### src/core/cpu_support_pkg.sv
/*
  shared constants and types for the core support block: special-function
  register addresses, reset values, field positions and state encodings.
  assumes nothing of its surroundings; imported whole by every design module.
*/
package cpu_support_pkg;

  // ****************************************************************
  // special-function register map
  // ****************************************************************
  localparam logic [7:0] addr_stack_pointer = 8'h81;
  localparam logic [7:0] addr_extended_irq_priority_two = 8'hf7;

  // ****************************************************************
  // reset values
  // ****************************************************************
  localparam logic [7:0] reset_stack_pointer = 8'h07;
  localparam logic [7:0] reset_extended_irq_priority_two = 8'h00;
  localparam logic [7:0] sfr_read_default = 8'h00;

  // ****************************************************************
  // extended priority register field positions
  // ****************************************************************
  localparam int pos_crystal_valid_priority = 7;
  localparam int pos_reserved_six = 6;
  localparam int pos_ext_irq_seven_priority = 5;
  localparam int pos_ext_irq_six_priority = 4;
  localparam int pos_ext_irq_five_priority = 3;
  localparam int pos_ext_irq_four_priority = 2;
  localparam int pos_converter_eoc_priority = 1;
  localparam int pos_timer_three_priority = 0;
  localparam logic [7:0] priority_write_mask = 8'hbf;

  // ****************************************************************
  // stack record sizing and timing counts
  // ****************************************************************
  localparam int record_width = 32;
  localparam logic [5:0] record_full = 6'h20;
  localparam logic [3:0] min_exec_cycles = 4'h1;
  localparam logic [1:0] record_none = 2'h0;
  localparam logic [1:0] record_one = 2'h1;
  localparam logic [1:0] record_two = 2'h2;

  // ****************************************************************
  // state encodings, gray except the two-bit step between stk_idle and stk_ret_low
  // ****************************************************************
  typedef enum logic [1:0] {
    exec_idle = 2'b00,
    exec_run = 2'b01
  } exec_state_type;

  typedef enum logic [1:0] {
    stk_idle = 2'b00,
    stk_call_high = 2'b01,
    stk_ret_low = 2'b11
  } stack_state_type;

endpackage

### src/core/cpu_stack_timing_priority.sv
/*
  core support logic: instruction cycle timer, external-data move routing,
  stack pointer with stack memory sequencing, stack record and extended
  interrupt priority register on the special-function register port.
  assumes the core decoder gives one request at a time on each group, holds
  no request while the matching busy output is high, and that internal data
  memory takes one write or read address per cycle from this block.
*/
`timescale 1ns/1ps

module cpu_stack_timing_priority
  import cpu_support_pkg::*;
(
  // clock and reset
  input wire logic clk,
  input wire logic rst_n,

  // special-function register port
  input wire logic [7:0] sfr_addr,
  input wire logic sfr_wr,
  input wire logic sfr_rd,
  input wire logic [7:0] sfr_wdata,
  output logic [7:0] sfr_rdata,
  output logic sfr_rvalid,

  // instruction timing requests from the decoder
  input wire logic instr_valid,
  input wire logic [3:0] instr_bytes,
  input wire logic [3:0] instr_clocks,
  input wire logic instr_use_bytes,
  input wire logic instr_cond,
  input wire logic instr_taken,
  output logic instr_busy,
  output logic instr_done,

  // external-data move requests
  input wire logic program_store_control,
  input wire logic movx_req,
  input wire logic movx_write,
  input wire logic [15:0] movx_addr,
  input wire logic [7:0] movx_wdata,
  output logic xdata_req,
  output logic prog_req,
  output logic mem_write,
  output logic [15:0] mem_addr,
  output logic [7:0] mem_wdata,

  // stack operations from the core
  input wire logic stk_push,
  input wire logic stk_pop,
  input wire logic stk_inc,
  input wire logic stk_dec,
  input wire logic stk_call,
  input wire logic stk_ret,
  input wire logic [7:0] stk_wdata,
  input wire logic [15:0] stk_pc,
  output logic stk_busy,

  // internal data memory port for stack traffic
  output logic iram_wr,
  output logic iram_rd,
  output logic [7:0] iram_addr,
  output logic [7:0] iram_wdata,

  // stack pointer and stack record toward debug
  output logic [7:0] stack_pointer,
  output logic [record_width-1:0] stack_record_bits,
  output logic [5:0] stack_record_depth,
  output logic stack_overflow,
  output logic stack_underflow,

  // interrupt priority levels, one means high
  output logic crystal_valid_irq_priority,
  output logic ext_irq_seven_priority,
  output logic ext_irq_six_priority,
  output logic ext_irq_five_priority,
  output logic ext_irq_four_priority,
  output logic converter_eoc_priority,
  output logic timer_three_priority
);

  // ****************************************************************
  // helper functions
  // ****************************************************************

  // execution length in clock cycles, never below one
  function automatic logic [3:0] exec_cycles(input logic [3:0] bytes, input logic [3:0] clocks,
                                             input logic use_bytes, input logic cond,
                                             input logic taken);
    logic [3:0] n;
    n = 4'h0;
    // pipelined fetch makes most instructions cost one cycle per byte
    n = use_bytes ? bytes : clocks;
    // failed condition skips the branch target fetch
    if (cond && !taken && n > min_exec_cycles) begin
      n = n - min_exec_cycles;
    end
    if (n < min_exec_cycles) begin
      n = min_exec_cycles;
    end
    return n;
  endfunction

  // address match on the register port
  function automatic logic sfr_hit(input logic [7:0] a, input logic [7:0] reg_addr);
    return a == reg_addr;
  endfunction

  // ****************************************************************
  // state
  // ****************************************************************

  // all state of this module in one struct; record and priority state sit in the sub-blocks
  typedef struct packed {
    exec_state_type exec_state;
    logic [3:0] exec_count;
    logic instr_done;
    logic xdata_req;
    logic prog_req;
    logic mem_write;
    logic [15:0] mem_addr;
    logic [7:0] mem_wdata;
    stack_state_type stk_state;
    logic [7:0] sp;
    logic [7:0] pc_high;
    logic iram_wr;
    logic iram_rd;
    logic [7:0] iram_addr;
    logic [7:0] iram_wdata;
    logic [7:0] sfr_rdata;
    logic sfr_rvalid;
  } top_state_type;

  top_state_type cur; // registered state
  top_state_type next_cur; // next state

  logic [7:0] priority_value; // extended priority register value
  logic priority_wr; // write strobe toward the priority register
  logic [1:0] rec_push_bits; // record bits pushed this cycle
  logic [1:0] rec_pop_bits; // record bits popped this cycle
  logic rec_push_value; // one marks a call frame, zero a data push
  logic stack_idle; // no multi-cycle stack sequence under way

  assign stack_idle = cur.stk_state == stk_idle;

  // ****************************************************************
  // register decode
  // ****************************************************************

  // priority register written only on an exact address match
  assign priority_wr = sfr_wr && sfr_hit(sfr_addr, addr_extended_irq_priority_two);

  // ****************************************************************
  // stack record request decode
  // ****************************************************************

  // record follows each stack event as it is accepted
  always_comb begin
    rec_push_bits = record_none;
    rec_pop_bits = record_none;
    rec_push_value = 1'b0;
    if (stack_idle) begin
      if (stk_call) begin
        // call or interrupt entry leaves two bits
        rec_push_bits = record_two;
        rec_push_value = 1'b1;
      end else if (stk_push || stk_inc) begin
        // push or pointer increment leaves one bit
        rec_push_bits = record_one;
      end else if (stk_ret) begin
        // return takes two bits back
        rec_pop_bits = record_two;
      end else if (stk_pop || stk_dec) begin
        // pop or pointer decrement takes one
        rec_pop_bits = record_one;
      end
    end
  end

  // ****************************************************************
  // next-state logic
  // ****************************************************************

  // one combinational pass covers timer, move routing, stack and register reads
  always_comb begin
    next_cur = cur;
    next_cur.instr_done = 1'b0;
    next_cur.xdata_req = 1'b0;
    next_cur.prog_req = 1'b0;
    next_cur.iram_wr = 1'b0;
    next_cur.iram_rd = 1'b0;
    next_cur.sfr_rvalid = 1'b0;

    // instruction timer counts raw clocks, no machine-cycle grouping
    case (cur.exec_state)
      exec_idle: begin
        if (instr_valid) begin
          // opcode semantics stay with the core; only length is timed here
          next_cur.exec_count = exec_cycles(instr_bytes, instr_clocks, instr_use_bytes,
                                            instr_cond, instr_taken);
          if (next_cur.exec_count == min_exec_cycles) begin
            next_cur.instr_done = 1'b1;
          end else begin
            next_cur.exec_state = exec_run;
          end
        end
      end
      exec_run: begin
        // last cycle of the instruction ends the count
        if (cur.exec_count == 4'h2) begin
          next_cur.instr_done = 1'b1;
          next_cur.exec_state = exec_idle;
        end
        next_cur.exec_count = cur.exec_count - 4'h1;
      end
      default: begin
        next_cur.exec_state = exec_idle;
      end
    endcase

    // external-data move goes to flash when program store is selected
    if (movx_req) begin
      next_cur.xdata_req = !program_store_control;
      next_cur.prog_req = program_store_control;
      next_cur.mem_write = movx_write;
      next_cur.mem_addr = movx_addr;
      next_cur.mem_wdata = movx_wdata;
    end

    // stack sequencer; the 8-bit pointer wraps so any of 256 bytes serves
    case (cur.stk_state)
      stk_idle: begin
        if (stk_call) begin
          // low byte of the return address goes one above the pointer
          next_cur.iram_wr = 1'b1;
          next_cur.iram_addr = cur.sp + 8'h01;
          next_cur.iram_wdata = stk_pc[7:0];
          next_cur.pc_high = stk_pc[15:8];
          next_cur.sp = cur.sp + 8'h01;
          next_cur.stk_state = stk_call_high;
        end else if (stk_push) begin
          // write above the pointer, pointer then marks it used
          next_cur.iram_wr = 1'b1;
          next_cur.iram_addr = cur.sp + 8'h01;
          next_cur.iram_wdata = stk_wdata;
          next_cur.sp = cur.sp + 8'h01;
        end else if (stk_inc) begin
          next_cur.sp = cur.sp + 8'h01;
        end else if (stk_ret) begin
          // high byte sits at the pointer, read it first
          next_cur.iram_rd = 1'b1;
          next_cur.iram_addr = cur.sp;
          next_cur.sp = cur.sp - 8'h01;
          next_cur.stk_state = stk_ret_low;
        end else if (stk_pop) begin
          // pointer names the last used byte, so read there
          next_cur.iram_rd = 1'b1;
          next_cur.iram_addr = cur.sp;
          next_cur.sp = cur.sp - 8'h01;
        end else if (stk_dec) begin
          next_cur.sp = cur.sp - 8'h01;
        end
      end
      stk_call_high: begin
        // second frame byte completes the call
        next_cur.iram_wr = 1'b1;
        next_cur.iram_addr = cur.sp + 8'h01;
        next_cur.iram_wdata = cur.pc_high;
        next_cur.sp = cur.sp + 8'h01;
        next_cur.stk_state = stk_idle;
      end
      stk_ret_low: begin
        next_cur.iram_rd = 1'b1;
        next_cur.iram_addr = cur.sp;
        next_cur.sp = cur.sp - 8'h01;
        next_cur.stk_state = stk_idle;
      end
      default: begin
        next_cur.stk_state = stk_idle;
      end
    endcase

    // software write to the pointer wins over a stack step in the same cycle
    if (sfr_wr && sfr_hit(sfr_addr, addr_stack_pointer)) begin
      next_cur.sp = sfr_wdata;
    end

    // register reads answer one cycle later; unmapped addresses read zero
    if (sfr_rd) begin
      next_cur.sfr_rvalid = 1'b1;
      if (sfr_hit(sfr_addr, addr_stack_pointer)) begin
        next_cur.sfr_rdata = cur.sp;
      end else if (sfr_hit(sfr_addr, addr_extended_irq_priority_two)) begin
        next_cur.sfr_rdata = priority_value;
      end else begin
        next_cur.sfr_rdata = sfr_read_default;
      end
    end
  end

  // ****************************************************************
  // state register
  // ****************************************************************

  // every reset puts the pointer just below register bank one
  always_ff @(posedge clk) begin
    if (!rst_n) begin
      cur <= '0;
      cur.exec_state <= exec_idle;
      cur.stk_state <= stk_idle;
      cur.sp <= reset_stack_pointer;
    end else begin
      cur <= next_cur;
    end
  end

  // ****************************************************************
  // sub-blocks
  // ****************************************************************

  // shift register view of the call stack for the debugger
  stack_record u_record (
    .clk(clk),
    .rst_n(rst_n),
    .push_bits(rec_push_bits),
    .pop_bits(rec_pop_bits),
    .push_value(rec_push_value),
    .record(stack_record_bits),
    .depth(stack_record_depth),
    .overflow(stack_overflow),
    .underflow(stack_underflow)
  );

  // priority levels for the extended interrupt sources
  irq_priority_reg u_priority (
    .clk(clk),
    .rst_n(rst_n),
    .wr_en(priority_wr),
    .wdata(sfr_wdata),
    .value(priority_value),
    .crystal_valid_irq_priority(crystal_valid_irq_priority),
    .ext_irq_seven_priority(ext_irq_seven_priority),
    .ext_irq_six_priority(ext_irq_six_priority),
    .ext_irq_five_priority(ext_irq_five_priority),
    .ext_irq_four_priority(ext_irq_four_priority),
    .converter_eoc_priority(converter_eoc_priority),
    .timer_three_priority(timer_three_priority)
  );

  // ****************************************************************
  // outputs, all from flip-flops
  // ****************************************************************

  assign sfr_rdata = cur.sfr_rdata;
  assign sfr_rvalid = cur.sfr_rvalid;
  assign instr_busy = cur.exec_state[0]; // low state bit is set only while running
  assign instr_done = cur.instr_done;
  assign xdata_req = cur.xdata_req;
  assign prog_req = cur.prog_req;
  assign mem_write = cur.mem_write;
  assign mem_addr = cur.mem_addr;
  assign mem_wdata = cur.mem_wdata;
  assign stk_busy = cur.stk_state[0]; // both sequence states carry the low bit
  assign iram_wr = cur.iram_wr;
  assign iram_rd = cur.iram_rd;
  assign iram_addr = cur.iram_addr;
  assign iram_wdata = cur.iram_wdata;
  assign stack_pointer = cur.sp;

endmodule

### src/core/stack_record.sv
/*
  32-bit stack record shift register with overflow and underflow detection.
  assumes the core asks for at most one push amount or one pop amount per cycle.
*/
`timescale 1ns/1ps
module stack_record
  import cpu_support_pkg::*;
(
  // clock and reset
  input wire logic clk,
  input wire logic rst_n,
  // record requests: number of bits pushed or popped this cycle
  input wire logic [1:0] push_bits,
  input wire logic [1:0] pop_bits,
  input wire logic push_value,
  // record state toward debug
  output logic [record_width-1:0] record,
  output logic [5:0] depth,
  output logic overflow,
  output logic underflow
);

  // all state of the record in one struct
  typedef struct packed {
    logic [record_width-1:0] record;
    logic [5:0] depth;
    logic overflow;
    logic underflow;
  } rec_state_type;

  rec_state_type cur; // registered state
  rec_state_type next_cur; // next state

  // shift in or out, flag depth beyond either end
  always_comb begin
    next_cur = cur;
    next_cur.overflow = 1'b0;
    next_cur.underflow = 1'b0;
    if (push_bits != record_none) begin
      // calls and interrupts bring two bits, pushes one
      if (push_bits == record_two) begin
        next_cur.record = {cur.record[record_width-3:0], push_value, push_value};
      end else begin
        next_cur.record = {cur.record[record_width-2:0], push_value};
      end
      // overflow once more bits are live than the record holds
      if ({4'h0, push_bits} + cur.depth > record_full) begin
        next_cur.overflow = 1'b1;
        next_cur.depth = record_full;
      end else begin
        next_cur.depth = cur.depth + {4'h0, push_bits};
      end
    end else if (pop_bits != record_none) begin
      // pops remove one bit, returns remove two
      if (pop_bits == record_two) begin
        next_cur.record = {2'b00, cur.record[record_width-1:2]};
      end else begin
        next_cur.record = {1'b0, cur.record[record_width-1:1]};
      end
      // underflow when more bits leave than were recorded
      if (cur.depth < {4'h0, pop_bits}) begin
        next_cur.underflow = 1'b1;
        next_cur.depth = 6'h00;
      end else begin
        next_cur.depth = cur.depth - {4'h0, pop_bits};
      end
    end
  end

  // register the state
  always_ff @(posedge clk) begin
    if (!rst_n) begin
      cur <= '0;
    end else begin
      cur <= next_cur;
    end
  end

  assign record = cur.record;
  assign depth = cur.depth;
  assign overflow = cur.overflow;
  assign underflow = cur.underflow;

endmodule

### src/core/irq_priority_reg.sv
/*
  extended interrupt priority register with its individual priority bits.
  assumes the owner decodes the address and gives a one-cycle write strobe.
*/
`timescale 1ns/1ps
module irq_priority_reg
  import cpu_support_pkg::*;
(
  // clock and reset
  input wire logic clk,
  input wire logic rst_n,
  // write port from the register decode
  input wire logic wr_en,
  input wire logic [7:0] wdata,
  // register value and priority levels, one means high
  output logic [7:0] value,
  output logic crystal_valid_irq_priority,
  output logic ext_irq_seven_priority,
  output logic ext_irq_six_priority,
  output logic ext_irq_five_priority,
  output logic ext_irq_four_priority,
  output logic converter_eoc_priority,
  output logic timer_three_priority
);

  // all state in one struct
  typedef struct packed {
    logic [7:0] value;
  } prio_state_type;

  prio_state_type cur; // registered state
  prio_state_type next_cur; // next state

  // store written bits; reserved bit six is never stored so it reads zero
  always_comb begin
    next_cur = cur;
    if (wr_en) begin
      next_cur.value = wdata & priority_write_mask;
    end
  end

  // all sources start at low priority
  always_ff @(posedge clk) begin
    if (!rst_n) begin
      cur.value <= reset_extended_irq_priority_two;
    end else begin
      cur <= next_cur;
    end
  end

  assign value = cur.value;
  assign crystal_valid_irq_priority = cur.value[pos_crystal_valid_priority];
  assign ext_irq_seven_priority = cur.value[pos_ext_irq_seven_priority];
  assign ext_irq_six_priority = cur.value[pos_ext_irq_six_priority];
  assign ext_irq_five_priority = cur.value[pos_ext_irq_five_priority];
  assign ext_irq_four_priority = cur.value[pos_ext_irq_four_priority];
  assign converter_eoc_priority = cur.value[pos_converter_eoc_priority];
  assign timer_three_priority = cur.value[pos_timer_three_priority];

endmodule

### config.mk
export PLATFORM = sky130hd
export DESIGN_NAME = cpu_stack_timing_priority
export DESIGN_NICKNAME = d
export VERILOG_FILES = /design/src/core/cpu_support_pkg.sv /design/src/core/cpu_stack_timing_priority.sv /design/src/core/stack_record.sv /design/src/core/irq_priority_reg.sv
export SDC_FILE = /design/constraint.sdc
export NUM_CORES = 1
export LEC_CHECK = 0
export ABC_AREA = 1
export BUFFER_PORTS_ARGS = -buffer_cell sky130_fd_sc_hd__buf_2
export CELL_PAD_IN_SITES_DETAIL_PLACEMENT = 1
export CELL_PAD_IN_SITES_GLOBAL_PLACEMENT = 2
export CORE_ASPECT_RATIO = 0.7
export CORE_UTILIZATION = 26
export CTS_CLUSTER_DIAMETER = 80
export DETAILED_ROUTE_END_ITERATION = 7
export GPL_TIMING_DRIVEN = 0
export PLACE_DENSITY_LB_ADDON = 0.1
export RECOVER_POWER = 50
export SLEW_MARGIN = 25
export SYNTH_ARGS = -nofsm -noshare
export SYNTH_HDL_FRONTEND = slang
export SYNTH_SLANG_ARGS = --single-unit
### constraint.sdc
create_clock -name clk -period 3.9 [get_ports clk]
set_clock_uncertainty 0.05 [all_clocks]
set_input_delay 0.78 -clock clk [delete_from_list [all_inputs] [get_ports clk]]
set_output_delay 0.78 -clock clk [all_outputs]
set_load 0.02 [all_outputs]
* After elaboration in Yosys (flattened, before gate mapping) *
Cells that the tools add are included.

word-level totals
  register bits = 126
  word-level logic and storage cells = 147

operators by class
  equality and inequality tests = 18
  bitwise logic cells = 5
  add/subtract/negate cells = 6
  muxes and demuxes = 60
  reduce and logical (&&, ||, !) cells = 31
  $lt $le $gt $ge = 4

operators with widths
  cell                   count
  $mux W8                10
  $mux W38               2
  $pmux W8 S3            2
  $mux W9                4
  $mux W32               1
  $mux W31               1
  $mux W4                7
  $eq A8 B8 Y1 const B   2
  $mux W1                16
  $mux W16               1
  $mux W2                8
  $pmux W8 S2            1
  $reduce_and A2 Y1      7
  $mux W6                2
  $reduce_and A3 Y1      4
  $reduce_bool A2 Y1     6
  $pmux W5 S2            1
  $add A8 B1 Y8 const B  1
  $ne A8 B7 Y1 const B   1
  $sub A4 B1 Y4 const B  2
  $sub A8 B1 Y8 const B  1
  $mux W7                1
  $add A2 B6 Y6          1
  $eq A2 B2 Y1 const B   3
  23 further kinds       39

* Longest topological paths before layout *
Gate-level depths: netlist of the first run.

  depth in word-level cells = 14
  mapped depth = 17
  gate-level depth less buffers = 17

* By module *
Synthesis of the first run repeated with hierarchy kept, for this count alone.

second synthesis, totals
  cells, all modules = 1,071
  area, all modules = 7,272.0 µm²

by module, submodules not included
  module                     sequential area each (µm²)  instances  area each (µm²)  cells each
  cpu_stack_timing_priority  1,561.5                     1          4,418.0          635
  stack_record               800.8                       1          2,507.4          384
  irq_priority_reg           140.1                       1          346.6            52

* Worst setup path before layout of the first run *
Ideal clock, no wire load.

  path type = flip-flop to flip-flop
  from = reg cur, in the netlist stk_busy
  to = reg u_record.cur, in the netlist u_record.depth[2]
  cell stages (with the launch flop) = 15
  buffers on the path = 2
  data required time = 3,780 ps
  slack = 750 ps
  data arrival time = 3,030 ps
  cells stage by stage = dfxtp_1 inv_1 ha_1 nand2_1 clkbuf_1 inv_1 clkbuf_1 fa_1 xor2_1 inv_1 nand2_1 or2_2 o21ai_0 nand2_1 a21oi_1

on the way
  cells in the longest elaborated chain, start to end = 6
  elaborated cells on any way between the ends = 14
  those cells by class = 2 x add/sub; 2 x order compare; 6 x mux; 4 x reduce/logical

RTL lines
  item                                            RTL line                                text
  from (decl)                                     cpu_stack_timing_priority.sv:134        top_state_type cur;
  from (signal assigned)                          cpu_stack_timing_priority.sv:313        cur <= next_cur;
  $logic_not A2 Y1 (*)                            cpu_stack_timing_priority.sv:144        assign stack_idle = cur.stk_state == stk_idle;
  $mux W2                                         cpu_stack_timing_priority.sv:162        if (stack_idle) begin
  $add A2 B6 Y6, or another cell as far along     stack_record.sv:47, stack_record.sv:51
  $gt A6 B6 Y1 / $mux W6 (equally long branches)  stack_record.sv:47, stack_record.sv:61
  $mux W6 / $mux W38 (equally long branches)      stack_record.sv:47, stack_record.sv:53
  $mux W38                                        stack_record.sv:39                      if (push_bits != record_none) begin
  to (signal assigned)                            stack_record.sv:75                      cur <= next_cur;
  to (decl)                                       stack_record.sv:31                      rec_state_type cur;

Every way passes the cells marked *; elsewhere a longest branch is shown, timed or not. The select of a mux whose other input is x is not followed.
A chain may end at the register's enable or synchronous reset.

* Worst setup path in the final report of the first run *
  from = reg cur, in the netlist stk_busy
  to = reg u_record.cur, in the netlist u_record.depth[0]

Same word-level chain as after synthesis.

==> flow_metrics.env, run 1 <==
export IMPL_core_rowCount=51
export IMPL_path_class="flop to flop"
export IMPL_outcome="completed"
export IMPL_grt_max_degree=17
export IMPL_worst_slew_pin_transition_ns=0.841
export IMPL_ys_types=39
export IMPL_tritoncts="built"
export IMPL_maxCapViolCount=0
export IMPL_slew_viol_final=0
export IMPL_cp_cell_sequence="inv_1 -> ha_1 -> nand2_2 -> inv_1 -> fa_1 -> xor2_1 -> inv_1 -> nand2_1 -> or2_2 -> o21ai_0 -> nand2_1 -> a21oi_1"
export IMPL_synth_simple_area_share_pct=26.8
export IMPL_totalWireLength_mm=29.1
export IMPL_reg2reg_from="stk_busy"
export IMPL_cp_num_buf_inv=3
export IMPL_fillers=3690
export IMPL_via_count=7887
export IMPL_clockBufferDepth=2
export IMPL_p_leak_nw=4.50
export IMPL_post_place_cells=1698
export IMPL_synth_top_area_cell="dfxtp_1"
export IMPL_yosysSeqAreaShare_pct=33.5
export IMPL_hold_violations=0
export IMPL_hold_path_class="flop to flop"
export IMPL_synth_top_area_share_pct=33.5
export IMPL_grt_pass1_vias=7788
export IMPL_pin_count=201
export IMPL_cpPeakStageDelay_ns=0.52
export IMPL_ys_ff_latch=125
export IMPL_fin_crit_ns=3.44
export IMPL_synth_edf_count=0
export IMPL_grt_ovfl_total=0
export IMPL_cp_top_family="adder cells"
export IMPL_fin_ws_ns=0.463
export IMPL_fin_crit_sh_pct=88.1
export IMPL_first_pass_iters=4
export IMPL_cts_setup_buffers=0
export IMPL_yosysWarningCount=0
export IMPL_grtUsageMet1_pct=29.5
export IMPL_worstPathArrival_ns=3.74
export IMPL_netlist_area_sq_mm=0.00747
export IMPL_critPathMaxFanout=13
export IMPL_grtUsageMet2_pct=29.5
export IMPL_place_ws_ns=-0.0967
export IMPL_synth_net_count=1234
export IMPL_cp_common_cell="inv_1"
export IMPL_gp_congestion=0.869
export IMPL_vdd_drop_max_uv=308
export IMPL_muxShareOfSynthArea_pct=0
export IMPL_grt_antenna_before_repair=4
export IMPL_dp_final_hpwl_mm=22.6
export IMPL_synthCells=1129
export IMPL_coreArea_sq_mm=0.0280
export IMPL_fp_dieW_um=205
export IMPL_synth_common_cells="248 x nand2_1, 136 x nor2_1, 126 x inv_1"
export IMPL_grt_busiest_layer="met1"
export IMPL_reg2regPathDepth=12
export IMPL_worstPathRequired_ns=4.20
export IMPL_die_h_um=144
export IMPL_start_util_pct=26.7
export IMPL_rr_endpoint="u_record.depth[0]"
export IMPL_dieArea_sq_mm=0.0294
export IMPL_drc_errors=0
export IMPL_io_buffers=198
export IMPL_rsz0062_at_grt="false"
export IMPL_synth_most_common_cell="nand2_1"
export IMPL_synth_fa_ha_area_share_pct=2.88
export IMPL_final_layout_size_suffix_gt1_share_pct=17.2
export IMPL_syn_avg_cell_area_sq_um=6.62
export IMPL_clk_latency_ns=0.42
export IMPL_track_usage_pct=20.1
export IMPL_r2r_setup_slack_ns=0.46
export IMPL_critPathLaunch="stk_busy"
export IMPL_cts_sinks=125
export IMPL_ys_flop_type="dfxtp_1"
export IMPL_drt_iter0_drc=355
export IMPL_gr_usage_met3_pct=4.72
export IMPL_cp_end_kind="flop"
export IMPL_slew_headroom_pct=43.9
export IMPL_p_per_area_mw_per_mm2=462
export IMPL_setup_viol=0
export IMPL_area_growth_syn_to_layout_pct=25.8
export IMPL_final_nets=1449
export IMPL_fmax_ghz=0.291
export IMPL_synth_compound_area_share_pct=19.0
export IMPL_ctsRootBufferMaster="clkbuf_16"
export IMPL_clkTransAtPathRegs_ns=0.06
export IMPL_wire_per_inst_um=16.8
export IMPL_grt_pass1_wl_mm=45.1
export IMPL_synth_top_family_by_area="simple AND/OR/NAND/NOR gates"
export IMPL_synth_top_cells_by_area="dfxtp_1 34%, nand2_1 12%, nor2_1 6.8%, inv_1 6.3%, buf_4 6.1%"
export IMPL_crit_end="u_record.depth[0]"
export IMPL_synth_xor_area_share_pct=1.88
export IMPL_critPathSlowestCell="fa_1"
export IMPL_synthArstFlopShare_pct=0
export IMPL_critical_path_startpoint_type="flop"
export IMPL_cts_buffers=17
export IMPL_ctsHtreeMaxLevel=4
export IMPL_path_depth=12
export IMPL_viasPerCell=4.56
export IMPL_final_cells=1729
export IMPL_ant_nets=0
-- flip-flops by register name, indices dropped and copies added, names as in the netlist, 6 cells and up --
signal	count
mem_addr	16
u_record.depth	6
sfr_rdata	8
u_priority.value	7
iram_addr	8
stack_pointer	8
iram_wdata	8
u_record.record	32
mem_wdata	8
cur	13
-- final cells by class --
class,instances,area (sq um),share of cell area [%]
diodes,2,5.00,0.0533
flip-flops and latches,125,2500,26.6
clock inverters,12,144,1.53
clock buffers,19,453,4.82
plain buffers,112,676,7.19
well taps,371,464,4.94
repair buffers,198,866,9.21
inverters,135,507,5.39
multi-input cells,755,3780,40.2
-- metrics by stage --
| stage | hold slack, ns | utilization (%) | instance area, sq um | power (mW) | TNS, ns |
|---|---|---|---|---|---|
| after global placement | 0.418 | 31.9 | 8920 | 2.72 | -0.0978 |
| after detailed placement | 0.427 | 31.9 | 8920 | 2.73 | -0.255 |
| after floorplan | 0.404 | - | 7470 | 2.31 | 0 |
| after global routing | 0.465 | 33.5 | 9390 | 4.60 | 0 |
| after CTS | 0.441 | 34.0 | 9520 | 4.42 | 0 |
| final | 0.434 | 33.5 | 9400 | 4.34 | 0 |
-- power by group --
part	internal, mW	leakage [nW]	switching, mW
Combinational	0.401	3.18	0.737
Clock	1.03	0.295	0.639
Sequential	1.40	1.03	0.131
-- how the worst min path moves through the flow --
stage	endpoint	start	cells past startpoint	slack, ns
6_report	cur[33]	cur[33]	2	0.43
5_1_grt	u_priority.value[1]	u_priority.value[1]	2	0.47
4_1_cts	u_priority.value[3]	u_priority.value[3]	2	0.44
3_5_place_dp	cur[33]	cur[33]	2	0.43
3_3_place_gp	cur[32]	cur[32]	2	0.42
2_1_floorplan	mem_wdata[1]	mem_wdata[1]	2	0.40
-- cell usage in the layout, fill, tap and decap left out, types with 2 or more instances in the layout --
master,instances
clkbuf_8,2
or2_2,4
diode_2,2
ha_1,14
o211ai_1,49
nand2_1,247
clkinvlp_4,2
a21oi_1,65
xor2_1,13
inv_1,127
nor2_1,136
clkbuf_16,17
nand3_1,70
nor2_4,3
clkinv_2,6
fa_1,2
nand4_1,5
o22ai_1,2
xnor2_1,3
dfxtp_1,125
and3_1,2
nor2_2,3
o21ai_1,14
bufinv_16,3
buf_2,107
buf_1,3
nor3_1,10
clkbuf_1,137
nand2_2,3
inv_2,7
buf_4,61
buf_6,2
o21ai_0,79
o211ai_2,10
a31oi_1,12
-- cells by family (layout without fill, tap and decap cells) --
logic type / count (synthesis) / after routing
other: 0 / 2
flip-flops: 125 / 125
AO/OA/AOI/OAI: 237 / 237
AND/OR/NAND/NOR: 486 / 486
adder cells (fa/ha/maj): 16 / 16
XOR/XNOR: 16 / 16
buffers and inverters: 249 / 476
-- tightest hold or removal path, stage by stage (launching register included) --
cell and delay (ns):
dfxtp_1 0.32, nor2_1 0.05, nor2_1 0.08
-- routing by layer --
| layer | share of wire [%] | vias to the layer above |
|---|---|---|
| li1 | - | 4030 |
| met1 | 53 | 3695 |
| met2 | 41 | 141 |
| met3 | 4.8 | 17 |
| met4 | 0.69 | 4 |
| met5 | 0.065 | - |
-- repair_timing --
item,CTS,global route
gates resized for setup,0,1
pin swaps,0,0
hold buffers,0,0
endpoints found under the setup margin,3,4
Power figures use the tool's default switching activity.
==> run 2: changes to the inputs <==
--- a/config.mk
+++ b/config.mk
@@ -10,12 +10,13 @@
 export CELL_PAD_IN_SITES_DETAIL_PLACEMENT = 1
 export CELL_PAD_IN_SITES_GLOBAL_PLACEMENT = 2
 export CORE_ASPECT_RATIO = 0.7
-export CORE_UTILIZATION = 26
+export CORE_UTILIZATION = 28
 export CTS_CLUSTER_DIAMETER = 80
 export DETAILED_ROUTE_END_ITERATION = 7
 export GPL_TIMING_DRIVEN = 0
 export PLACE_DENSITY_LB_ADDON = 0.1
 export RECOVER_POWER = 50
+export REMOVE_ABC_BUFFERS = 1
 export SLEW_MARGIN = 25
 export SYNTH_ARGS = -nofsm -noshare
 export SYNTH_HDL_FRONTEND = slang
==> constraint.sdc (replaced) <==
create_clock -name clk -period 3.9 [get_ports clk]
set_clock_uncertainty 0.05 [all_clocks]
set_input_delay 0.78 -clock clk [delete_from_list [all_inputs] [get_ports clk]]
set_output_delay 0.78 -clock clk [all_outputs]
set_load 0.1 [all_outputs]
==> run 2 against run 1 <==
  * The run now ends with max-capacitance violations, max-slew violations left
  * Worst setup slack worse by 0.075 ns
  * Highest routed layer unchanged
  * Critical path depth unchanged
  * Maximum frequency down 2.1%
  * Sequential power about the same
  * Sequential share of layout area up 1.4 points
  * Count of clock-buffer cells in the layout down 1
  * Routed wire length down 12%
  * Utilization up 0.87 points
  * Flip-flop and latch count unchanged
  * Die area down 7.1%
==> flow_metrics.env, run 2 (synthesis gave the netlist of run 1 again) <==
export IMPL_ctsHtreeMaxLevel=4
export IMPL_via_count=7419
export IMPL_tritoncts="built"
export IMPL_worstPathRequired_ns=4.20
export IMPL_slew_viol_final=31
export IMPL_clk_latency_ns=0.42
export IMPL_final_common_cell="nand2_1"
export IMPL_largest_register_ffs=32
export IMPL_hold_path_class="flop to flop"
export IMPL_fp_dieW_um=197
export IMPL_critical_path_startpoint_type="flop"
export IMPL_cts_buffers=17
export IMPL_wire_per_inst_um=15.9
export IMPL_totalWireLength_mm=25.6
export IMPL_drt_iter0_drc=305
export IMPL_fin_crit_ns=3.51
export IMPL_core_rowCount=49
export IMPL_p_leak_nw=4.22
export IMPL_pin_count=201
export IMPL_final_nets=1346
export IMPL_final_cell_mix="247 x nand2_1, 136 x nor2_1, 125 x inv_1, 125 x dfxtp_1, 109 x buf_2"
export IMPL_cp_end_kind="flop"
export IMPL_grt_pass1_wl_mm=41.6
export IMPL_grt_antenna_before_repair=1
export IMPL_dp_final_hpwl_mm=18.0
export IMPL_ant_nets=0
export IMPL_critPathMaxFanout=19
export IMPL_path_class="flop to flop"
export IMPL_p_per_area_mw_per_mm2=573
export IMPL_cts_sinks=125
export IMPL_rr_endpoint="u_record.depth[0]"
export IMPL_fillers=3359
export IMPL_fin_crit_sh_pct=90.1
export IMPL_fmax_ghz=0.285
export IMPL_coreArea_sq_mm=0.0259
export IMPL_rsz0062_at_grt="false"
export IMPL_ctsRootBufferMaster="clkbuf_16"
export IMPL_hp_start="iram_wdata[4]"
export IMPL_die_h_um=139
export IMPL_outcome="complete, but fails checks"
export IMPL_dieArea_sq_mm=0.0273
export IMPL_clkTransAtPathRegs_ns=0.06
export IMPL_reg2reg_from="stk_busy"
export IMPL_io_buffers=200
export IMPL_reg2regPathDepth=12
export IMPL_grt_max_degree=64
export IMPL_start_util_pct=28.8
export IMPL_vdd_drop_max_uv=296
export IMPL_slew_headroom_pct=-2.59
export IMPL_setup_viol=0
export IMPL_viasPerCell=4.61
export IMPL_hold_slack_ns=0.433
export IMPL_maxCapViolCount=1
export IMPL_area_growth_syn_to_layout_pct=19.5
export IMPL_grt_pass1_vias=7460
export IMPL_hold_end="iram_wdata[4]"
export IMPL_fin_util_pct=34.4
export IMPL_first_pass_iters=4
export IMPL_drc_errors=0
export IMPL_hold_depth=2
export IMPL_track_usage_pct=19.2
export IMPL_r2r_setup_slack_ns=0.39
export IMPL_violations="max-capacitance violations, max-slew violations"
export IMPL_worstPathArrival_ns=3.81
export IMPL_diodes=0
export IMPL_final_layout_size_suffix_gt1_share_pct=14.5
export IMPL_hold_violations=0
export IMPL_grt_ovfl_total=0
export IMPL_worst_slew_pin_transition_ns=1.54
export IMPL_gp_congestion=0.761
export IMPL_clockBufferDepth=2
## run 2: cell count changes in the layout (fill, tap and decap cells not counted), sizes merged
cell,change
buf,-58
clkbuf,-47
bufinv,+4
diode,-2
clkinvlp,-1
inv,-1
nor2,+1
## run 2: critical path, cell delays in order, from the launching register on
cell        delay [ns]
dfxtp_1           0.42
inv_1             0.12
ha_1              0.32
nand2_2           0.42
clkinvlp_4        0.43
fa_1              0.55
xor2_1            0.16
inv_1             0.08
nand2_1           0.05
or2_2             0.29
o21ai_1           0.31
nand2_1           0.10
a21oi_1           0.14
## run 2: final cells by class
class                   count  area, sq um  share of cell area, %
inverters                 135          513                   5.75
clock inverters            14          264                   2.96
clock buffers              18          429                   4.81
flip-flops and latches    125         2500                   28.0
well taps                 357          447                   5.01
repair buffers            206          972                   10.9
multi-input cells         756         3800                   42.5
## run 2: metrics by stage
stage	area, sq um	power (mW)	setup WS [ns]	instances	setup TNS (ns)
after floorplan	6790	2.84	-0.250	1015	-1.11
after global placement	8230	3.24	-1.01	1572	-25.30
after detailed placement	8310	3.26	-0.821	1575	-20.26
after CTS	9010	5.19	0.225	1608	0
after global routing	8920	5.38	0.0412	1611	0
final	8920	5.12	0.388	1611	0
## run 2: what timing repair did
item,CTS,global route
pin swaps,1,1
hold buffers,0,0
gates resized for setup,2,2
cloned,1,0
setup buffers,0,3
endpoints found under the setup margin,38,3
## run 2: worst max path at each step
stage	startpoint	to	slack, ns
after global placement	stk_call	u_record.depth[1]	-1.01
after detailed placement	stk_call	u_record.depth[0]	-0.82
after global routing	stk_busy	u_record.depth[0]	0.04
final	stk_busy	u_record.depth[0]	0.39
after CTS	stk_busy	u_record.depth[0]	0.23
after floorplan	stk_busy	u_record.depth[2]	-0.25
## run 2: power by group
part	switching (mW)	total (mW)	internal [mW]
Sequential	0.145	1.55	1.40
Combinational	1.34	1.67	0.331
Clock	0.637	1.90	1.27
## run 2: layer usage
metal	track usage, %	wire (um)	vias to the layer above
li1	-	-	3836
met1	28.5	13700	3427
met2	27.8	10500	140
met3	5.37	1270	14
met4	2.94	137	2
met5	0	13	-
